$ cat src/blpwm_pkg.sv
// package: register map, field positions, reset values and types of the breathing led pwm
package blpwm_pkg;

	// ****************************************
	// register offsets
	// ****************************************
	localparam logic [7:0] OFS_CONFIG    = 8'h00;
	localparam logic [7:0] OFS_LIMITS    = 8'h04;
	localparam logic [7:0] OFS_HOLD      = 8'h08;
	localparam logic [7:0] OFS_STEP      = 8'h0C;
	localparam logic [7:0] OFS_INTERVAL  = 8'h10;
	localparam logic [7:0] OFS_OUT_DELAY = 8'h14;

	// ****************************************
	// configuration fields
	// ****************************************
	localparam int CFG_CTRL_LSB    = 0;
	localparam int CFG_CLKSRC_BIT  = 2;
	localparam int CFG_SYNC_BIT    = 3;
	localparam int CFG_WIDTH_LSB   = 4;
	localparam int CFG_COMMIT_BIT  = 6;
	localparam int CFG_SRESET_BIT  = 7;
	localparam int CFG_SCALE_LSB   = 8;
	localparam int CFG_ASYM_BIT    = 16;
	localparam logic [31:0] CFG_RW_MASK  = 32'h0001_FF3F;
	localparam logic [7:0]  SCALE_RESET  = 8'h14;
	localparam logic [1:0]  CTRL_OFF     = 2'h0;
	localparam logic [1:0]  CTRL_BREATHE = 2'h1;
	localparam logic [1:0]  CTRL_BLINK   = 2'h2;
	localparam logic [1:0]  CTRL_ON      = 2'h3;
	localparam logic [1:0]  WIDTH_8      = 2'h0;
	localparam logic [1:0]  WIDTH_7      = 2'h1;
	localparam logic [1:0]  WIDTH_6      = 2'h2;
	localparam logic [7:0]  TERM_8       = 8'hFF;
	localparam logic [7:0]  TERM_7       = 8'hFE;
	localparam logic [7:0]  TERM_6       = 8'hFC;
	localparam logic [31:0] LIMITS_MASK  = 32'h0000_FFFF;
	localparam logic [31:0] DELAY_MASK   = 32'h00FF_FFFF;
	localparam logic [31:0] OUTDLY_MASK  = 32'h0000_00FF;

	// ****************************************
	// axi4-lite responses
	// ****************************************
	localparam logic [1:0] RESP_OKAY   = 2'h0;
	localparam logic [1:0] RESP_SLVERR = 2'h2;

	typedef enum logic [1:0] {
		BLPWM_HOLD_LOW  = 2'b00,
		BLPWM_RISE      = 2'b01,
		BLPWM_HOLD_HIGH = 2'b11,
		BLPWM_FALL      = 2'b10
	} blpwm_phase_t;

	typedef struct packed {
		logic [7:0] ceiling;
		logic [7:0] floor;
	} blpwm_limits_t;

	typedef struct packed {
		logic [11:0] ceiling_hold_ticks;
		logic [11:0] floor_hold_ticks;
	} blpwm_hold_t;

endpackage : blpwm_pkg

$ cat src/blpwm_top.sv
// breathing / blinking led pwm with axi4-lite register slave
//
// Function
// - period counts zero to terminal FFh, FEh or FCh by width
// - period end is the wrap from terminal value to zero; commits happen there
// - registers accept 32, 16 or 8 bit writes, byte lanes independent
// - configuration register writes act immediately
// - limits go via holding copy, committed at every period end
// - in blink mode a single floor byte write changes duty next period
// - hold, step and interval holding copies commit at period end if commit set
// - with commit clear, hold, step and interval holding copies retained and not copied
// - config bit 16 selects asymmetric four-segment or symmetric eight-segment ramps
// - writing one to config bit 7 restores defaults; self clearing
// - config bit 6 commit set by writing one, zero ignored, readable
// - hardware clears commit in the same period end that copies
// - config bits 5:4 pick 8, 7 or 6 bit width; 3 reserved
// - breathing hold and ramp timing count in pwm period ticks
// - offsets: config 00h, limits 04h, hold 08h, step 0Ch, interval 10h, output delay 14h
// - symmetric segment is duty bits 7:5, nibble 4n+3 to 4n
// - asymmetric segment bit 2 is falling, bits 1:0 are duty bits 7:6
// - control 3 on, 2 blink, 1 breathe, 0 off with counters cleared
// - breathing holds at ceiling then falls, holds at floor then rises
//
// Added by the designer: register access over AXI4-Lite.
`timescale 1ns/1ps

module blpwm_top
	import blpwm_pkg::*;
(
	// clock and reset
	input  wire logic        CLOCK,
	input  wire logic        RST_N,
	// slow clock pin
	input  wire logic        SLOW_CLK_PIN,
	// axi4-lite write address and data
	input  wire logic [7:0]  AWADDR,
	input  wire logic        AWVALID,
	output      logic        AWREADY,
	input  wire logic [31:0] WDATA,
	input  wire logic [3:0]  WSTRB,
	input  wire logic        WVALID,
	output      logic        WREADY,
	// axi4-lite write response
	output      logic [1:0]  BRESP,
	output      logic        BVALID,
	input  wire logic        BREADY,
	// axi4-lite read
	input  wire logic [7:0]  ARADDR,
	input  wire logic        ARVALID,
	output      logic        ARREADY,
	output      logic [31:0] RDATA,
	output      logic [1:0]  RRESP,
	output      logic        RVALID,
	input  wire logic        RREADY,
	// led
	output      logic        LED_OUT
);
	import blpwm_pkg::*;

	// ****************************************
	// register state
	// ****************************************
	logic [31:0]   config_reg;
	blpwm_limits_t limits_reg, limits_hold_reg;
	blpwm_hold_t   hold_reg, hold_hold_reg;
	logic [31:0]   step_reg, step_hold_reg;
	logic [31:0]   interval_reg, interval_hold_reg;
	logic [7:0]    out_delay_reg;
	logic [7:0]    pwm_cnt_reg;
	logic [7:0]    duty_reg;
	logic          led_reg;

	logic [7:0]  aw_addr_reg;
	logic        aw_have_reg, w_have_reg;
	logic [31:0] w_data_reg;
	logic [3:0]  w_strb_reg;

	function automatic logic [31:0] merge(input logic [31:0] old_v, input logic [31:0] new_v,
		input logic [3:0] strb, input logic [31:0] mask);
		logic [31:0] r;
		r = old_v;
		for (int i = 0; i < 4; i++) begin
			if (strb[i]) begin
				r[i*8 +: 8] = new_v[i*8 +: 8];
			end
		end
		return r & mask;
	endfunction : merge

	// ****************************************
	// axi4-lite write channel
	// ****************************************
	logic wr_fire;
	assign AWREADY = !aw_have_reg && !BVALID;
	assign WREADY  = !w_have_reg && !BVALID;
	assign wr_fire = aw_have_reg && w_have_reg;

	always_ff @(posedge CLOCK or negedge RST_N) begin
		if (!RST_N) begin
			aw_have_reg <= 1'b0;
			w_have_reg  <= 1'b0;
			aw_addr_reg <= 8'h00;
			w_data_reg  <= 32'h0000_0000;
			w_strb_reg  <= 4'h0;
			BVALID      <= 1'b0;
			BRESP       <= RESP_OKAY;
		end else begin
			if (AWVALID && AWREADY) begin
				aw_have_reg <= 1'b1;
				aw_addr_reg <= AWADDR;
			end
			if (WVALID && WREADY) begin
				w_have_reg <= 1'b1;
				w_data_reg <= WDATA;
				w_strb_reg <= WSTRB;
			end
			if (wr_fire) begin
				aw_have_reg <= 1'b0;
				w_have_reg  <= 1'b0;
				BVALID      <= 1'b1;
				BRESP       <= (aw_addr_reg[1:0] == 2'h0 && aw_addr_reg <= OFS_OUT_DELAY)
					? RESP_OKAY : RESP_SLVERR;
			end else if (BVALID && BREADY) begin
				BVALID <= 1'b0;
			end
		end
	end

	logic wr_cfg, wr_lim, wr_hold, wr_step, wr_int, wr_odly;
	assign wr_cfg  = wr_fire && aw_addr_reg == OFS_CONFIG;
	assign wr_lim  = wr_fire && aw_addr_reg == OFS_LIMITS;
	assign wr_hold = wr_fire && aw_addr_reg == OFS_HOLD;
	assign wr_step = wr_fire && aw_addr_reg == OFS_STEP;
	assign wr_int  = wr_fire && aw_addr_reg == OFS_INTERVAL;
	assign wr_odly = wr_fire && aw_addr_reg == OFS_OUT_DELAY;

	// soft reset pulse from config bit 7
	logic soft_rst;
	assign soft_rst = wr_cfg && w_strb_reg[0] && w_data_reg[CFG_SRESET_BIT];

	// ****************************************
	// period timing
	// ****************************************
	logic [1:0] ctrl, width;
	logic [7:0] term;
	logic       period_end, tick_en, slow_s1, slow_s2, slow_s3;
	assign ctrl  = config_reg[CFG_CTRL_LSB +: 2];
	assign width = config_reg[CFG_WIDTH_LSB +: 2];

	always_comb begin
		if (ctrl == CTRL_BLINK) begin
			term = TERM_8;                    // blink is always 8-bit
		end else begin
			case (width)
				WIDTH_7: term = TERM_7;
				WIDTH_6: term = TERM_6;
				default: term = TERM_8;       // reserved code behaves as 8-bit
			endcase
		end
	end

	// slow clock pin is synchronised, then its rising edge is an enable
	always_ff @(posedge CLOCK or negedge RST_N) begin
		if (!RST_N) begin
			slow_s1 <= 1'b0;
			slow_s2 <= 1'b0;
			slow_s3 <= 1'b0;
		end else begin
			slow_s1 <= SLOW_CLK_PIN;
			slow_s2 <= slow_s1;
			slow_s3 <= slow_s2;
		end
	end

	// blink prescaler is left out; source selects main clock or slow clock edge
	assign tick_en = (ctrl == CTRL_BLINK && !config_reg[CFG_CLKSRC_BIT])
		? (slow_s2 && !slow_s3) : 1'b1;
	assign period_end = tick_en && (pwm_cnt_reg == term) && ctrl != CTRL_OFF;

	always_ff @(posedge CLOCK or negedge RST_N) begin
		if (!RST_N) begin
			pwm_cnt_reg <= 8'h00;
		end else if (ctrl == CTRL_OFF || config_reg[CFG_SYNC_BIT] || soft_rst) begin
			pwm_cnt_reg <= 8'h00;
		end else if (tick_en) begin
			pwm_cnt_reg <= (pwm_cnt_reg == term) ? 8'h00 : pwm_cnt_reg + 8'h01;
		end
	end

	// ****************************************
	// configuration register
	// ****************************************
	logic commit_clr;
	assign commit_clr = period_end && config_reg[CFG_COMMIT_BIT];

	always_ff @(posedge CLOCK or negedge RST_N) begin
		if (!RST_N) begin
			config_reg <= {16'h0000, SCALE_RESET, 8'h00};
		end else if (soft_rst) begin
			config_reg <= {16'h0000, SCALE_RESET, 8'h00};
		end else begin
			logic [31:0] n;
			n = config_reg;
			if (wr_cfg) begin
				n = merge(config_reg, w_data_reg, w_strb_reg, CFG_RW_MASK);
				n[CFG_COMMIT_BIT] = config_reg[CFG_COMMIT_BIT];
			end
			if (commit_clr) begin
				n[CFG_COMMIT_BIT] = 1'b0;
			end
			// a set that meets the hardware clear wins
			if (wr_cfg && w_strb_reg[0] && w_data_reg[CFG_COMMIT_BIT]) begin
				n[CFG_COMMIT_BIT] = 1'b1;
			end
			config_reg <= n;
		end
	end

	// ****************************************
	// holding and operating registers
	// ****************************************
	always_ff @(posedge CLOCK or negedge RST_N) begin
		if (!RST_N) begin
			limits_hold_reg <= '0;
			limits_reg      <= '0;
		end else if (soft_rst) begin
			limits_hold_reg <= '0;
			limits_reg      <= '0;
		end else begin
			if (wr_lim) begin
				limits_hold_reg <= 16'(merge({16'h0000, limits_hold_reg}, w_data_reg,
					w_strb_reg, LIMITS_MASK));
			end
			if (period_end) begin
				limits_reg <= limits_hold_reg;
			end
		end
	end

	always_ff @(posedge CLOCK or negedge RST_N) begin
		if (!RST_N) begin
			hold_hold_reg     <= '0;
			step_hold_reg     <= 32'h0000_0000;
			interval_hold_reg <= 32'h0000_0000;
			hold_reg          <= '0;
			step_reg          <= 32'h0000_0000;
			interval_reg      <= 32'h0000_0000;
			out_delay_reg     <= 8'h00;
		end else if (soft_rst) begin
			hold_hold_reg     <= '0;
			step_hold_reg     <= 32'h0000_0000;
			interval_hold_reg <= 32'h0000_0000;
			hold_reg          <= '0;
			step_reg          <= 32'h0000_0000;
			interval_reg      <= 32'h0000_0000;
			out_delay_reg     <= 8'h00;
		end else begin
			if (wr_hold) begin
				hold_hold_reg <= 24'(merge({8'h00, hold_hold_reg}, w_data_reg, w_strb_reg,
					DELAY_MASK));
			end
			if (wr_step) begin
				step_hold_reg <= merge(step_hold_reg, w_data_reg, w_strb_reg, 32'hFFFF_FFFF);
			end
			if (wr_int) begin
				interval_hold_reg <= merge(interval_hold_reg, w_data_reg, w_strb_reg,
					32'hFFFF_FFFF);
			end
			if (wr_odly) begin
				out_delay_reg <= 8'(merge({24'h0, out_delay_reg}, w_data_reg, w_strb_reg,
					OUTDLY_MASK));
			end
			if (commit_clr) begin
				hold_reg     <= hold_hold_reg;
				step_reg     <= step_hold_reg;
				interval_reg <= interval_hold_reg;
			end
		end
	end

	// ****************************************
	// breathing engine
	// ****************************************
	blpwm_phase_t phase_reg;
	logic [11:0]  wait_reg;
	logic [2:0]   seg;
	logic [3:0]   seg_step, seg_int;
	logic [8:0]   up_sum;
	logic [7:0]   dn_dif;

	always_comb begin
		if (config_reg[CFG_ASYM_BIT]) begin
			seg = {phase_reg == BLPWM_FALL, duty_reg[7:6]};
		end else begin
			seg = duty_reg[7:5];
		end
	end
	assign seg_step = step_reg[{seg, 2'b00} +: 4];
	assign seg_int  = interval_reg[{seg, 2'b00} +: 4];
	assign up_sum   = {1'b0, duty_reg} + {5'h00, seg_step};
	assign dn_dif   = (duty_reg > {4'h0, seg_step}) ? duty_reg - {4'h0, seg_step} : 8'h00;

	// one tick per pwm period; ramp slows by the segment interval
	always_ff @(posedge CLOCK or negedge RST_N) begin
		if (!RST_N) begin
			phase_reg <= BLPWM_HOLD_LOW;
			wait_reg  <= 12'h000;
			duty_reg  <= 8'h00;
		end else if (ctrl != CTRL_BREATHE || soft_rst || config_reg[CFG_SYNC_BIT]) begin
			phase_reg <= BLPWM_HOLD_LOW;
			wait_reg  <= 12'h000;
			duty_reg  <= (ctrl == CTRL_BREATHE) ? limits_reg.floor : 8'h00;
		end else if (period_end) begin
			if (wait_reg != 12'h000) begin
				wait_reg <= wait_reg - 12'h001;
			end else begin
				case (phase_reg)
					BLPWM_HOLD_LOW: begin
						phase_reg <= BLPWM_RISE;
					end
					BLPWM_RISE: begin
						wait_reg <= {8'h00, seg_int};
						if (up_sum[8] || up_sum[7:0] >= limits_reg.ceiling) begin
							duty_reg  <= limits_reg.ceiling;
							phase_reg <= BLPWM_HOLD_HIGH;
							wait_reg  <= hold_reg.ceiling_hold_ticks;
						end else begin
							duty_reg <= up_sum[7:0];
						end
					end
					BLPWM_HOLD_HIGH: begin
						phase_reg <= BLPWM_FALL;
					end
					BLPWM_FALL: begin
						wait_reg <= {8'h00, seg_int};
						if (dn_dif <= limits_reg.floor) begin
							duty_reg  <= limits_reg.floor;
							phase_reg <= BLPWM_HOLD_LOW;
							wait_reg  <= hold_reg.floor_hold_ticks;
						end else begin
							duty_reg <= dn_dif;
						end
					end
					default: phase_reg <= BLPWM_HOLD_LOW;
				endcase
			end
		end
	end

	// ****************************************
	// led output
	// ****************************************
	always_ff @(posedge CLOCK or negedge RST_N) begin
		if (!RST_N) begin
			led_reg <= 1'b0;
		end else begin
			case (ctrl)
				CTRL_ON:      led_reg <= 1'b1;
				CTRL_BLINK:   led_reg <= (limits_reg.floor == 8'hFF) ||
					(pwm_cnt_reg < limits_reg.floor);
				CTRL_BREATHE: led_reg <= pwm_cnt_reg < duty_reg;
				default:      led_reg <= 1'b0;
			endcase
		end
	end
	assign LED_OUT = led_reg;

	// ****************************************
	// axi4-lite read channel
	// ****************************************
	assign ARREADY = !RVALID;

	always_ff @(posedge CLOCK or negedge RST_N) begin
		if (!RST_N) begin
			RVALID <= 1'b0;
			RDATA  <= 32'h0000_0000;
			RRESP  <= RESP_OKAY;
		end else if (ARVALID && ARREADY) begin
			RVALID <= 1'b1;
			RRESP  <= RESP_OKAY;
			case (ARADDR)
				OFS_CONFIG:    RDATA <= config_reg;
				OFS_LIMITS:    RDATA <= {16'h0000, limits_reg};
				OFS_HOLD:      RDATA <= {8'h00, hold_reg};
				OFS_STEP:      RDATA <= step_reg;
				OFS_INTERVAL:  RDATA <= interval_reg;
				OFS_OUT_DELAY: RDATA <= {24'h000000, out_delay_reg};
				default: begin
					RDATA <= 32'h0000_0000;
					RRESP <= RESP_SLVERR;
				end
			endcase
		end else if (RVALID && RREADY) begin
			RVALID <= 1'b0;
		end
	end

endmodule : blpwm_top

$ cat config.mk
export PLATFORM = sky130hd
export DESIGN_NAME = blpwm_top
export DESIGN_NICKNAME = d
export VERILOG_FILES = /design/src/blpwm_pkg.sv /design/src/blpwm_top.sv
export SDC_FILE = /design/constraint.sdc
export NUM_CORES = 1
export LEC_CHECK = 0
export BUFFER_PORTS_ARGS = -buffer_cell sky130_fd_sc_hd__buf_2
export CAP_MARGIN = 5
export CORE_MARGIN = 10
export CORE_UTILIZATION = 53
export CTS_CLUSTER_SIZE = 40
export DETAILED_ROUTE_END_ITERATION = 16
export GPL_ROUTABILITY_DRIVEN = 0
export PLACE_DENSITY_LB_ADDON = 0.2
export REMOVE_ABC_BUFFERS = 1
export SLEW_MARGIN = 15
export SYNTH_ARGS = -nofsm -noshare
export SYNTH_HDL_FRONTEND = slang
export SYNTH_SLANG_ARGS = --single-unit
$ cat constraint.sdc
create_clock -name CLOCK -period 4.7 [get_ports CLOCK]
set_input_delay 1.41 -clock CLOCK [delete_from_list [all_inputs] [get_ports CLOCK]]
set_output_delay 1.41 -clock CLOCK [all_outputs]
set_load 0.005 [all_outputs]
==> results of run 1 <==
per-layer routing:
metal | track usage | routed length [um] | vias up
met2 | 0.394 | 23600 | 681
li1 | - | - | 6509
met3 | 0.0547 | 4430 | 161
met5 | 0 | 32 | -
met4 | 0.0987 | 2200 | 4
met1 | 0.349 | 21700 | 7149
worst max-delay path, delay by kind of cell (launching register included):
family / cells / cell delay, ns
xor+xnor: 1 / 0.25
mux: 1 / 0.35
buf+inv: 4 / 0.56
compound gates: 5 / 1.28
flops: 1 / 0.42
fa+ha+maj: 2 / 0.60
simple gates: 8 / 1.22
path summary, 6_finish.rpt:
kind | end | slack, ns | startpoint
worst max-delay path | phase_reg[0]$_DFFE_PN0P_ | -0.09 | config_reg[16]$_DFFE_PN0P_
min in group asynchronous | slow_s1$_DFF_PN0_ | 0.88 | RST_N
worst min-delay path | slow_s2$_DFF_PN0_ | 0.36 | slow_s1$_DFF_PN0_
worst max register to register | phase_reg[0]$_DFFE_PN0P_ | -0.09 | config_reg[16]$_DFFE_PN0P_
worst min register to register | slow_s2$_DFF_PN0_ | 0.36 | slow_s1$_DFF_PN0_
max in group asynchronous | interval_reg[6]$_DFFE_PN0P_ | 2.84 | RST_N
cell families (layout without fill, tap and decap cells):
logic type                 after synthesis  count (layout)
AOI/OAI and AO/OA                      482             482
adders and majority gates               47              47
buffers and inverters                  153             297
muxes                                  122             122
DFF                                    348             348
other                                    1               2
and+or+nand+nor                        618             618
xor gates and xnor gates                21              21
power groups by stage:
| stage | Clock (uW) | Combinational [uW] | Sequential [uW] |
|---|---|---|---|
| final | 3150 | 1470 | 3640 |
| after detailed placement | 0 | 1320 | 3680 |
| after global placement | 0 | 1290 | 3670 |
| after CTS | 3180 | 1350 | 3630 |
| after global routing | 3300 | 1610 | 3690 |
| after floorplan | 0 | 851 | 3590 |
stage by stage:
stage | cell area [um2] | worst slack [ns] | instances | total power, uW
floorplan | 16700 | -0.755 | 1692 | 4440
global placement | 18200 | -0.0510 | 2253 | 4950
detailed placement | 18200 | -0.260 | 2253 | 5010
CTS | 19600 | 0.0171 | 2326 | 8170
global route | 20000 | -0.243 | 2339 | 8600
finish | 20000 | -0.0881 | 2339 | 8260
synth_stat cells (6+ instances only):
library cell	number	area, um2
a211oi_1	7	52.6
a21o_1	8	60.1
a21oi_1	148	741
a221oi_1	13	114
a22o_1	10	87.6
a22oi_1	13	97.6
a31oi_1	11	68.8
a32oi_1	6	52.6
and2_1	15	93.8
buf_1	6	22.5
buf_2	20	100
clkbuf_1	71	267
dfrtp_1	346	8660
ha_1	45	563
inv_1	51	191
mux2_2	67	754
mux2i_1	43	430
mux4_2	12	270
nand2_1	418	1570
nand2b_1	10	62.6
nand3_1	21	105
nand4_1	9	56.3
nor2_1	83	312
nor2b_1	6	37.5
nor3_1	18	90.1
o21ai_0	173	866
o21ai_1	11	55.1
o22ai_1	27	169
o31ai_1	9	67.6
xnor2_1	14	123
xor2_1	7	61.3
timing repair:
action	4_1_cts	5_1_grt
gates cloned	0	0
hold endpoints to repair	0	0
gates resized for setup	14	63
endpoints found under the setup margin	20	22
pin swaps	4	39
setup buffers	3	14
cell type report:
cell class / instances / area (um2)
Multi-Input combinational cell: 1292 / 8160
Clock buffer: 60 / 1210
Sequential cell: 348 / 8710
Tap cell: 402 / 503
Fill cell: 2587 / 11600
Inverter: 52 / 195
Timing Repair Buffer: 175 / 1140
Clock inverter: 10 / 125
==> results_dict.tcl, run 1 <==
set metrics [dict create \
    ioPinCount 102 \
    rsz0062_at_grt "true" \
    tns_ns -0.364 \
    port_buffers 99 \
    die_x_um 199 \
    cts-root-buf "clkbuf_16" \
    clk_latency_ns 0.54 \
    clock-sinks 348 \
    status "complete, but fails checks" \
    min_period_ns 4.79 \
    synth_compound_area_frac 0.167 \
    clk_pin_slew_ns 0.06 \
    n_antenna_cell 0 \
    num_rows 65 \
    cap_viol_max_count 0 \
    synth-seq-cells 348 \
    overflow 0 \
    cpMostUsedCell "buf_4" \
    hold_buffers 0 \
    hold_depth 0 \
    required_ns 5.13 \
    wl_per_cell_um 22.2 \
    final_common_cell "nand2_1" \
    synth.distinct_cells 78 \
    violations "setup timing" \
    timing.reg2reg.worst_path_depth 21 \
    first_pass_iters 6 \
    worst_setup_path_end_kind "flip-flop" \
    finalSetupViolCount 10 \
    synthCells 1792 \
    syn_to_final_growth_pct 17.4 \
    ys_warn_count 0 \
    crit_type "reg2reg" \
    peakVddDrop_uv 513 \
    power_frac_seq 0.441 \
    drtAntennaViolNets 0 \
    grt_max_degree 100 \
    swShare 0.289 \
    cp_data_arrival_time_ns 5.22 \
    viasPerCell 6.20 \
    slew_viol_final 0 \
    pwr-share-clk 0.381 \
    internal_power_uw 5870 \
    hp-class "reg2reg" \
    skew_ns 0.0261 \
    synth_adder_area_share 0.0353 \
    initial_core_util 0.540 \
    cp_slowest_stage_delay_ns 0.48 \
    synth-edff-count 0 \
    drive_above_1_share 0.202 \
    ys_seq_area_frac 0.510 \
    cts_max_level 2 \
    cp-start-kind "flip-flop" \
    final_util 0.634 \
    cp_cell_sequence "buf_4 > buf_4 > nor2b_1 > a21o_1 > buf_4 > mux2_4 > ha_4 > inv_1 > a21oi_2 > nor2_2 > nor4b_2 > xnor2_1 > nor2_4 > ha_4 > nand4_1 > nor2_1 > a211o_1 > nand2_2 > a2111oi_4 > nor2_1 > a211oi_2" \
    clock_path_buffers 3 \
    final_cell_mix "nand2_1 (416), dfrtp_1 (346), o21ai_0 (166)" \
    drcViolationCount 0 \
    synth_top_family_by_area "compound AO/OA/AOI/OAI gates" \
    syn_area_um2 17100 \
    p_leak_uw 0.00884 \
    grt_pass1_vias 14100 \
    cellPowerDensity_nw_per_um2 412 \
    first_iter_violations 1455 \
    worstPathMaxFanout 8 \
    slew_headroom 0.260 \
    drt-total-wl_mm 52.0 \
    synth-xor-area-share 0.0108 \
    synthArstFlopShare 1.00 \
    track_usage 0.256 \
    cts_buffers 39 \
    slowest_stage "a2111oi_4" \
    die_area_um2 39800 \
    die_h_um 199 \
    cts_tree "built" \
    core_area_um2 31600 \
    ys.flop_type "dfrtp_1" \
    antenna_found_initial 2 \
    timing.hold.ws_ns 0.357 \
    synth_area_per_cell_um2 9.53 \
    p_sw_uw 2380 \
    vias 14500 \
    fmax_mhz 209 \
    synthMuxAreaShare 0.0852 \
    synthSimpleGateAreaFrac 0.155 \
    hold_viol 0 \
    worst_slack_ns -0.0881 \
    fin_nets 2015 \
    comb_power_share 0.178 \
    grt_pass1_wl_mm 80.0 \
    fin_crit_sh 1.02 \
    tightestPinTransition_ns 1.10 \
    hpwlAfterDp_mm 36.2 \
]
No activity file was read; power rests on OpenSTA's default activity.
==> run 2, diff against run 1 <==
clock period = 5.6 ns   (was 4.7 ns; I/O delays follow)
==> results_dict.tcl, run 2 (synthesized netlist as in run 1, its figures left out) <==
set metrics [dict create \
    status "finished clean" \
    hold_viol 0 \
    cts_setup_buffers 0 \
    p_sw_uw 1910 \
    tns_ns 0 \
    clk_latency_ns 0.54 \
    overflow 0 \
    initial_core_util 0.540 \
    grt_pass1_vias 14000 \
    p_leak_uw 0.00857 \
    fin_crit_sh 0.940 \
    min_period_ns 5.27 \
    cts_max_level 2 \
    cts-root-buf "clkbuf_16" \
    fmax_mhz 190 \
    worst_setup_path_end_kind "flip-flop" \
    power_frac_seq 0.447 \
    grt_max_degree 129 \
    grt_pass1_wl_mm 79.7 \
    vias 14100 \
    internal_power_uw 4910 \
    pwr-share-clk 0.395 \
    track_usage 0.256 \
    cts_tree "built" \
    drtAntennaViolNets 0 \
    drt-total-wl_mm 50.7 \
    required_ns 6.04 \
    design_area_um2 19300 \
    final_util 0.611 \
    n_fill_cell 2648 \
    port_buffers 99 \
    num_rows 65 \
    hold_buffers 0 \
    hold_depth 0 \
    swShare 0.280 \
    drive_above_1_share 0.159 \
    syn_to_final_growth_pct 13.2 \
    timing.reg2reg.worst_path_depth 17 \
    wl_per_cell_um 22.1 \
    core_area_um2 31600 \
    die_area_um2 39800 \
    dp_cells 2224 \
    ioPinCount 102 \
    clock_path_buffers 3 \
    slew_headroom 0.173 \
    finalSetupViolCount 0 \
    drcViolationCount 0 \
    comb_power_share 0.159 \
    final_common_cell "nand2_1" \
    first_iter_violations 1433 \
    cp-start-kind "flip-flop" \
    clock-sinks 348 \
    cellPowerDensity_nw_per_um2 353 \
    die_x_um 199 \
    power_uw 6820 \
    antenna_found_initial 3 \
    fin_nets 1970 \
    cap_viol_max_count 0 \
    cp_data_arrival_time_ns 5.70 \
    postPlaceCellArea_um2 17900 \
    first_pass_iters 8 \
    final-seq-area_um2 8710 \
    final_cell_mix "nand2_1 (417), dfrtp_1 (346), o21ai_0 (172)" \
    hpwlAfterDp_mm 35.9 \
    crit_type "reg2reg" \
    slew_viol_final 0 \
    worstPathMaxFanout 10 \
    rsz0062_at_grt "false" \
    viasPerCell 6.16 \
    skew_ns 0.0164 \
    cts_buffers 39 \
    peakVddDrop_uv 282 \
    clk_pin_slew_ns 0.07 \
    layoutNonFillerInstCount 2293 \
    die_h_um 199 \
    hp-class "reg2reg" \
    tightestPinTransition_ns 1.23 \
    multiInputGateArea_um2 7800 \
]
## run 2: cell count changes in the layout (fill, tap and decap cells not counted), sizes merged
cell    delta
bufinv     +2
diode      +1
clkbuf     -2
buf       -45
inv        -1
clkinv     -1
## run 2: repair_timing
action / in CTS / in global routing
hold endpoints to repair: 0 / 0
endpoints found under the setup margin: 0 / 21
resized for setup: 0 / 7
## run 2: power by group through the flow
stage | registers, uW | logic, uW | clock network, uW
floorplan | 3010 | 715 | 0
global placement | 3080 | 1030 | 0
detailed placement | 3080 | 1070 | 0
CTS | 3040 | 1070 | 2720
global route | 3090 | 1200 | 2830
finish | 3050 | 1080 | 2690
## run 2: metal layers
metal,global-route usage,vias to the layer above,part of all wire
met5,0,-,0.00026
met4,0.106,2,0.042
met3,0.0513,149,0.087
met2,0.399,607,0.46
met1,0.343,6980,0.41
li1,-,6389,-
## run 2: cell type report
type / instances / share of cell area
repair buffers: 130 / 0.0395
clock inverters: 10 / 0.00867
clock buffers: 58 / 0.0615
diodes: 1 / 0.000129
inverters: 52 / 0.0101
multi-input cells: 1292 / 0.404
flip-flops and latches: 348 / 0.451
well taps: 402 / 0.0260
## run 2: worst paths after layout
kind                                          from                       end  slack [ns]
hold reg to reg                  slow_s1$_DFF_PN0_         slow_s2$_DFF_PN0_        0.35
setup / recovery           duty_reg[6]$_DFFE_PN0P_  phase_reg[0]$_DFFE_PN0P_        0.33
hold / removal                   slow_s1$_DFF_PN0_         slow_s2$_DFF_PN0_        0.35
max in group asynchronous                    RST_N     RDATA[31]$_DFFE_PN0P_        3.22
min in group asynchronous                    RST_N         LED_OUT$_DFF_PN0_        1.29
setup reg to reg           duty_reg[6]$_DFFE_PN0P_  phase_reg[0]$_DFFE_PN0P_        0.33
## run 2: worst max-delay path, stage by stage (launching register included)
cell       delay (ns)
dfrtp_1          0.50
nand2b_1         0.18
a21boi_1         0.28
mux4_2           0.55
mux2_2           0.31
ha_1             0.22
fa_1             0.42
o21bai_1         0.17
a21oi_1          0.16
o21a_1           0.29
or2_2            0.31
ha_1             0.30
nand4_1          0.14
o21ai_1          0.31
nand2_2          0.26
a2111oi_4        0.48
nor2_1           0.07
a211oi_1         0.22
## run 2: metrics by stage
stage	setup WS, ns	hold WS, ns
3_5_place_dp	0.0204	0.339
2_1_floorplan	0.145	0.331
4_1_cts	0.0383	0.354
3_3_place_gp	0.337	0.344
5_1_grt	0.0339	0.366
6_report	0.333	0.351
==> run 3, diff against run 2 <==
ABC_AREA = 1   (was default)
==> results_dict.tcl, run 3 <==
set metrics [dict create \
    status "finished clean" \
    crit_type "reg2reg" \
    initial_core_util 0.539 \
    fmax_mhz 196 \
    track_usage 0.247 \
    drtAntennaViolNets 0 \
    fin_nets 2317 \
    clk_latency_ns 0.55 \
    synth_largest_area_cell "dfrtp_1" \
    synth_area_per_cell_um2 8.21 \
    synth-edff-count 0 \
    rsz0062_at_grt "false" \
    final_common_cell "nand2_1" \
    n_fill_cell 2951 \
    drive_above_1_share 0.135 \
    slowest_stage "dfrtp_1" \
    cts-root-buf "clkbuf_16" \
    synth-seq-cells 348 \
    finalSetupViolCount 0 \
    comb_power_share 0.113 \
    p_leak_uw 0.00989 \
    ys_warn_count 0 \
    final_cell_mix "nand2_1 (624), dfrtp_1 (346), o21ai_0 (234)" \
    min_period_ns 5.09 \
    clock-sinks 348 \
    syn_area_um2 17600 \
    postPlaceCellArea_um2 18400 \
    grt_max_degree 147 \
    worstPathMaxFanout 24 \
    design_area_um2 19800 \
    die_h_um 202 \
    clk_pin_slew_ns 0.06 \
    synthTopCellsByCount "nand2_1 (627), dfrtp_1 (346), o21ai_0 (236)" \
    die_x_um 202 \
    hpwlAfterDp_mm 36.0 \
    pwr-share-clk 0.435 \
    cts_tree "built" \
    internal_power_uw 4610 \
    synth.top_cell.area_share 0.492 \
    cap_viol_max_count 0 \
    cp-start-kind "flip-flop" \
    grt_pass1_wl_mm 81.7 \
    p_sw_uw 1670 \
    synth.distinct_cells 47 \
    port_buffers 99 \
    vias 15300 \
    yosysMostFrequentCell "nand2_1" \
    drcViolationCount 0 \
    cts_max_level 2 \
    drt-total-wl_mm 51.1 \
    hold_viol 0 \
    slew_headroom 0.246 \
    skew_ns 0.0335 \
    synthArstFlopShare 1.00 \
    ys.flop_type "dfrtp_1" \
    cts_buffers 40 \
    hp-class "reg2reg" \
    yosys-top-cells-area "dfrtp_1 (49%), nand2_1 (13%), o21ai_0 (6.7%)" \
    viasPerCell 5.71 \
    cp_data_arrival_time_ns 5.54 \
    cts.repair.resized 0 \
    required_ns 6.05 \
    grt_pass1_vias 14800 \
    wl_per_cell_um 19.1 \
    tightestPinTransition_ns 1.13 \
    overflow 0 \
    cp_slowest_stage_delay_ns 0.45 \
    ioPinCount 102 \
    antenna_found_initial 1 \
    clock_path_buffers 3 \
    power_frac_seq 0.453 \
    peakVddDrop_uv 346 \
    slew_viol_final 0 \
    first_iter_violations 1555 \
    hold_buffers 0 \
    cellPowerDensity_nw_per_um2 317 \
    syn_to_final_growth_pct 12.6 \
    worst_setup_path_end_kind "flip-flop" \
    core_area_um2 32600 \
    fin_crit_sh 0.909 \
    synthCells 2142 \
    cpMostUsedCell "nand2_1" \
    swShare 0.266 \
    final_util 0.607 \
    die_area_um2 40900 \
    num_rows 66 \
    ys_seq_area_frac 0.495 \
    cts_setup_buffers 0 \
    first_pass_iters 6 \
]
[run 3: changes by cell type in the layout (fill, tap and decap cells not counted), sizes merged, moves of 13 or more]
cell    previous run  this run
nand3             21       247
nand2            418       629
inv               52       200
o21ai            184       283
a21oi            149        78
mux2i             43         0
mux2              67        36
and2              15         0
a221oi            13         0
a22oi             13         0
[run 3: cell type report]
type | count | area, um2 | share of cell area
Clock inverter | 13 | 214 | 0.0108
Inverter | 202 | 758 | 0.0383
Timing Repair Buffer | 123 | 736 | 0.0371
Clock buffer | 58 | 1170 | 0.0590
Antenna cell | 1 | 2.50 | 0.000126
Multi-Input combinational cell | 1495 | 7660 | 0.387
Tap cell | 442 | 553 | 0.0279
Sequential cell | 348 | 8710 | 0.440
[run 3: critical path: cells and delay by family, from the launching register on]
kind,cells,cell delay (ns)
AO/OA/AOI/OAI,6,1.48
AND/OR/NAND/NOR,14,1.43
buffers and inverters,7,1.00
adder cells (fa/ha/maj),2,0.64
flip-flops,1,0.45
[run 3: cells by family after synthesis]
| family | Yosys count | share of synthesized area |
|---|---|---|
| and+or+nand+nor | 997 | 0.245 |
| AOI/OAI and AO/OA | 402 | 0.126 |
| DFF | 348 | 0.495 |
| buffers and inverters | 300 | 0.0703 |
| adders and majority gates | 47 | 0.0343 |
| muxes | 36 | 0.0230 |
| xor gates and xnor gates | 11 | 0.00548 |
| other | 1 | 0.000213 |
[run 3: final timing paths]
path	from	to	slack, ns	cells past startpoint
setup / recovery	config_reg[16]$_DFFE_PN0P_	phase_reg[1]$_DFFE_PN0P_	0.51	29
hold / removal	slow_s1$_DFF_PN0_	slow_s2$_DFF_PN0_	0.36	0
setup reg to reg	config_reg[16]$_DFFE_PN0P_	phase_reg[1]$_DFFE_PN0P_	0.51	29
hold reg to reg	slow_s1$_DFF_PN0_	slow_s2$_DFF_PN0_	0.36	0
max in group asynchronous	RST_N	config_reg[10]$_DFFE_PN1P_	3.22	2
min in group asynchronous	RST_N	RVALID$_DFFE_PN0P_	1.23	1
[run 3: layer usage]
layer,GRT usage,part of all wire
met5,0,0
met4,0.0834,0.034
met3,0.0430,0.092
met2,0.378,0.45
met1,0.348,0.43
[run 3: stage by stage]
stage | cells | total power (uW) | setup TNS (ns) | setup slack, ns | hold WS [ns]
global route | 2681 | 6520 | 0 | 0.0356 | 0.375
detailed placement | 2610 | 3590 | 0 | 0.383 | 0.342
floorplan | 2045 | 3270 | -418.78 | -3.69 | 0.331
CTS | 2681 | 6300 | 0 | 0.369 | 0.364
global placement | 2610 | 3570 | 0 | 0.606 | 0.343
finish | 2682 | 6280 | 0 | 0.507 | 0.357
[run 3: power groups by stage]
| stage | Combinational, uW | Clock (uW) | Sequential, uW |
|---|---|---|---|
| 3_5_place_dp | 709 | 0 | 2880 |
| 3_3_place_gp | 693 | 0 | 2880 |
| 2_1_floorplan | 422 | 0 | 2850 |
| 5_1_grt | 785 | 2860 | 2870 |
| 6_report | 707 | 2730 | 2840 |
| 4_1_cts | 712 | 2750 | 2840 |
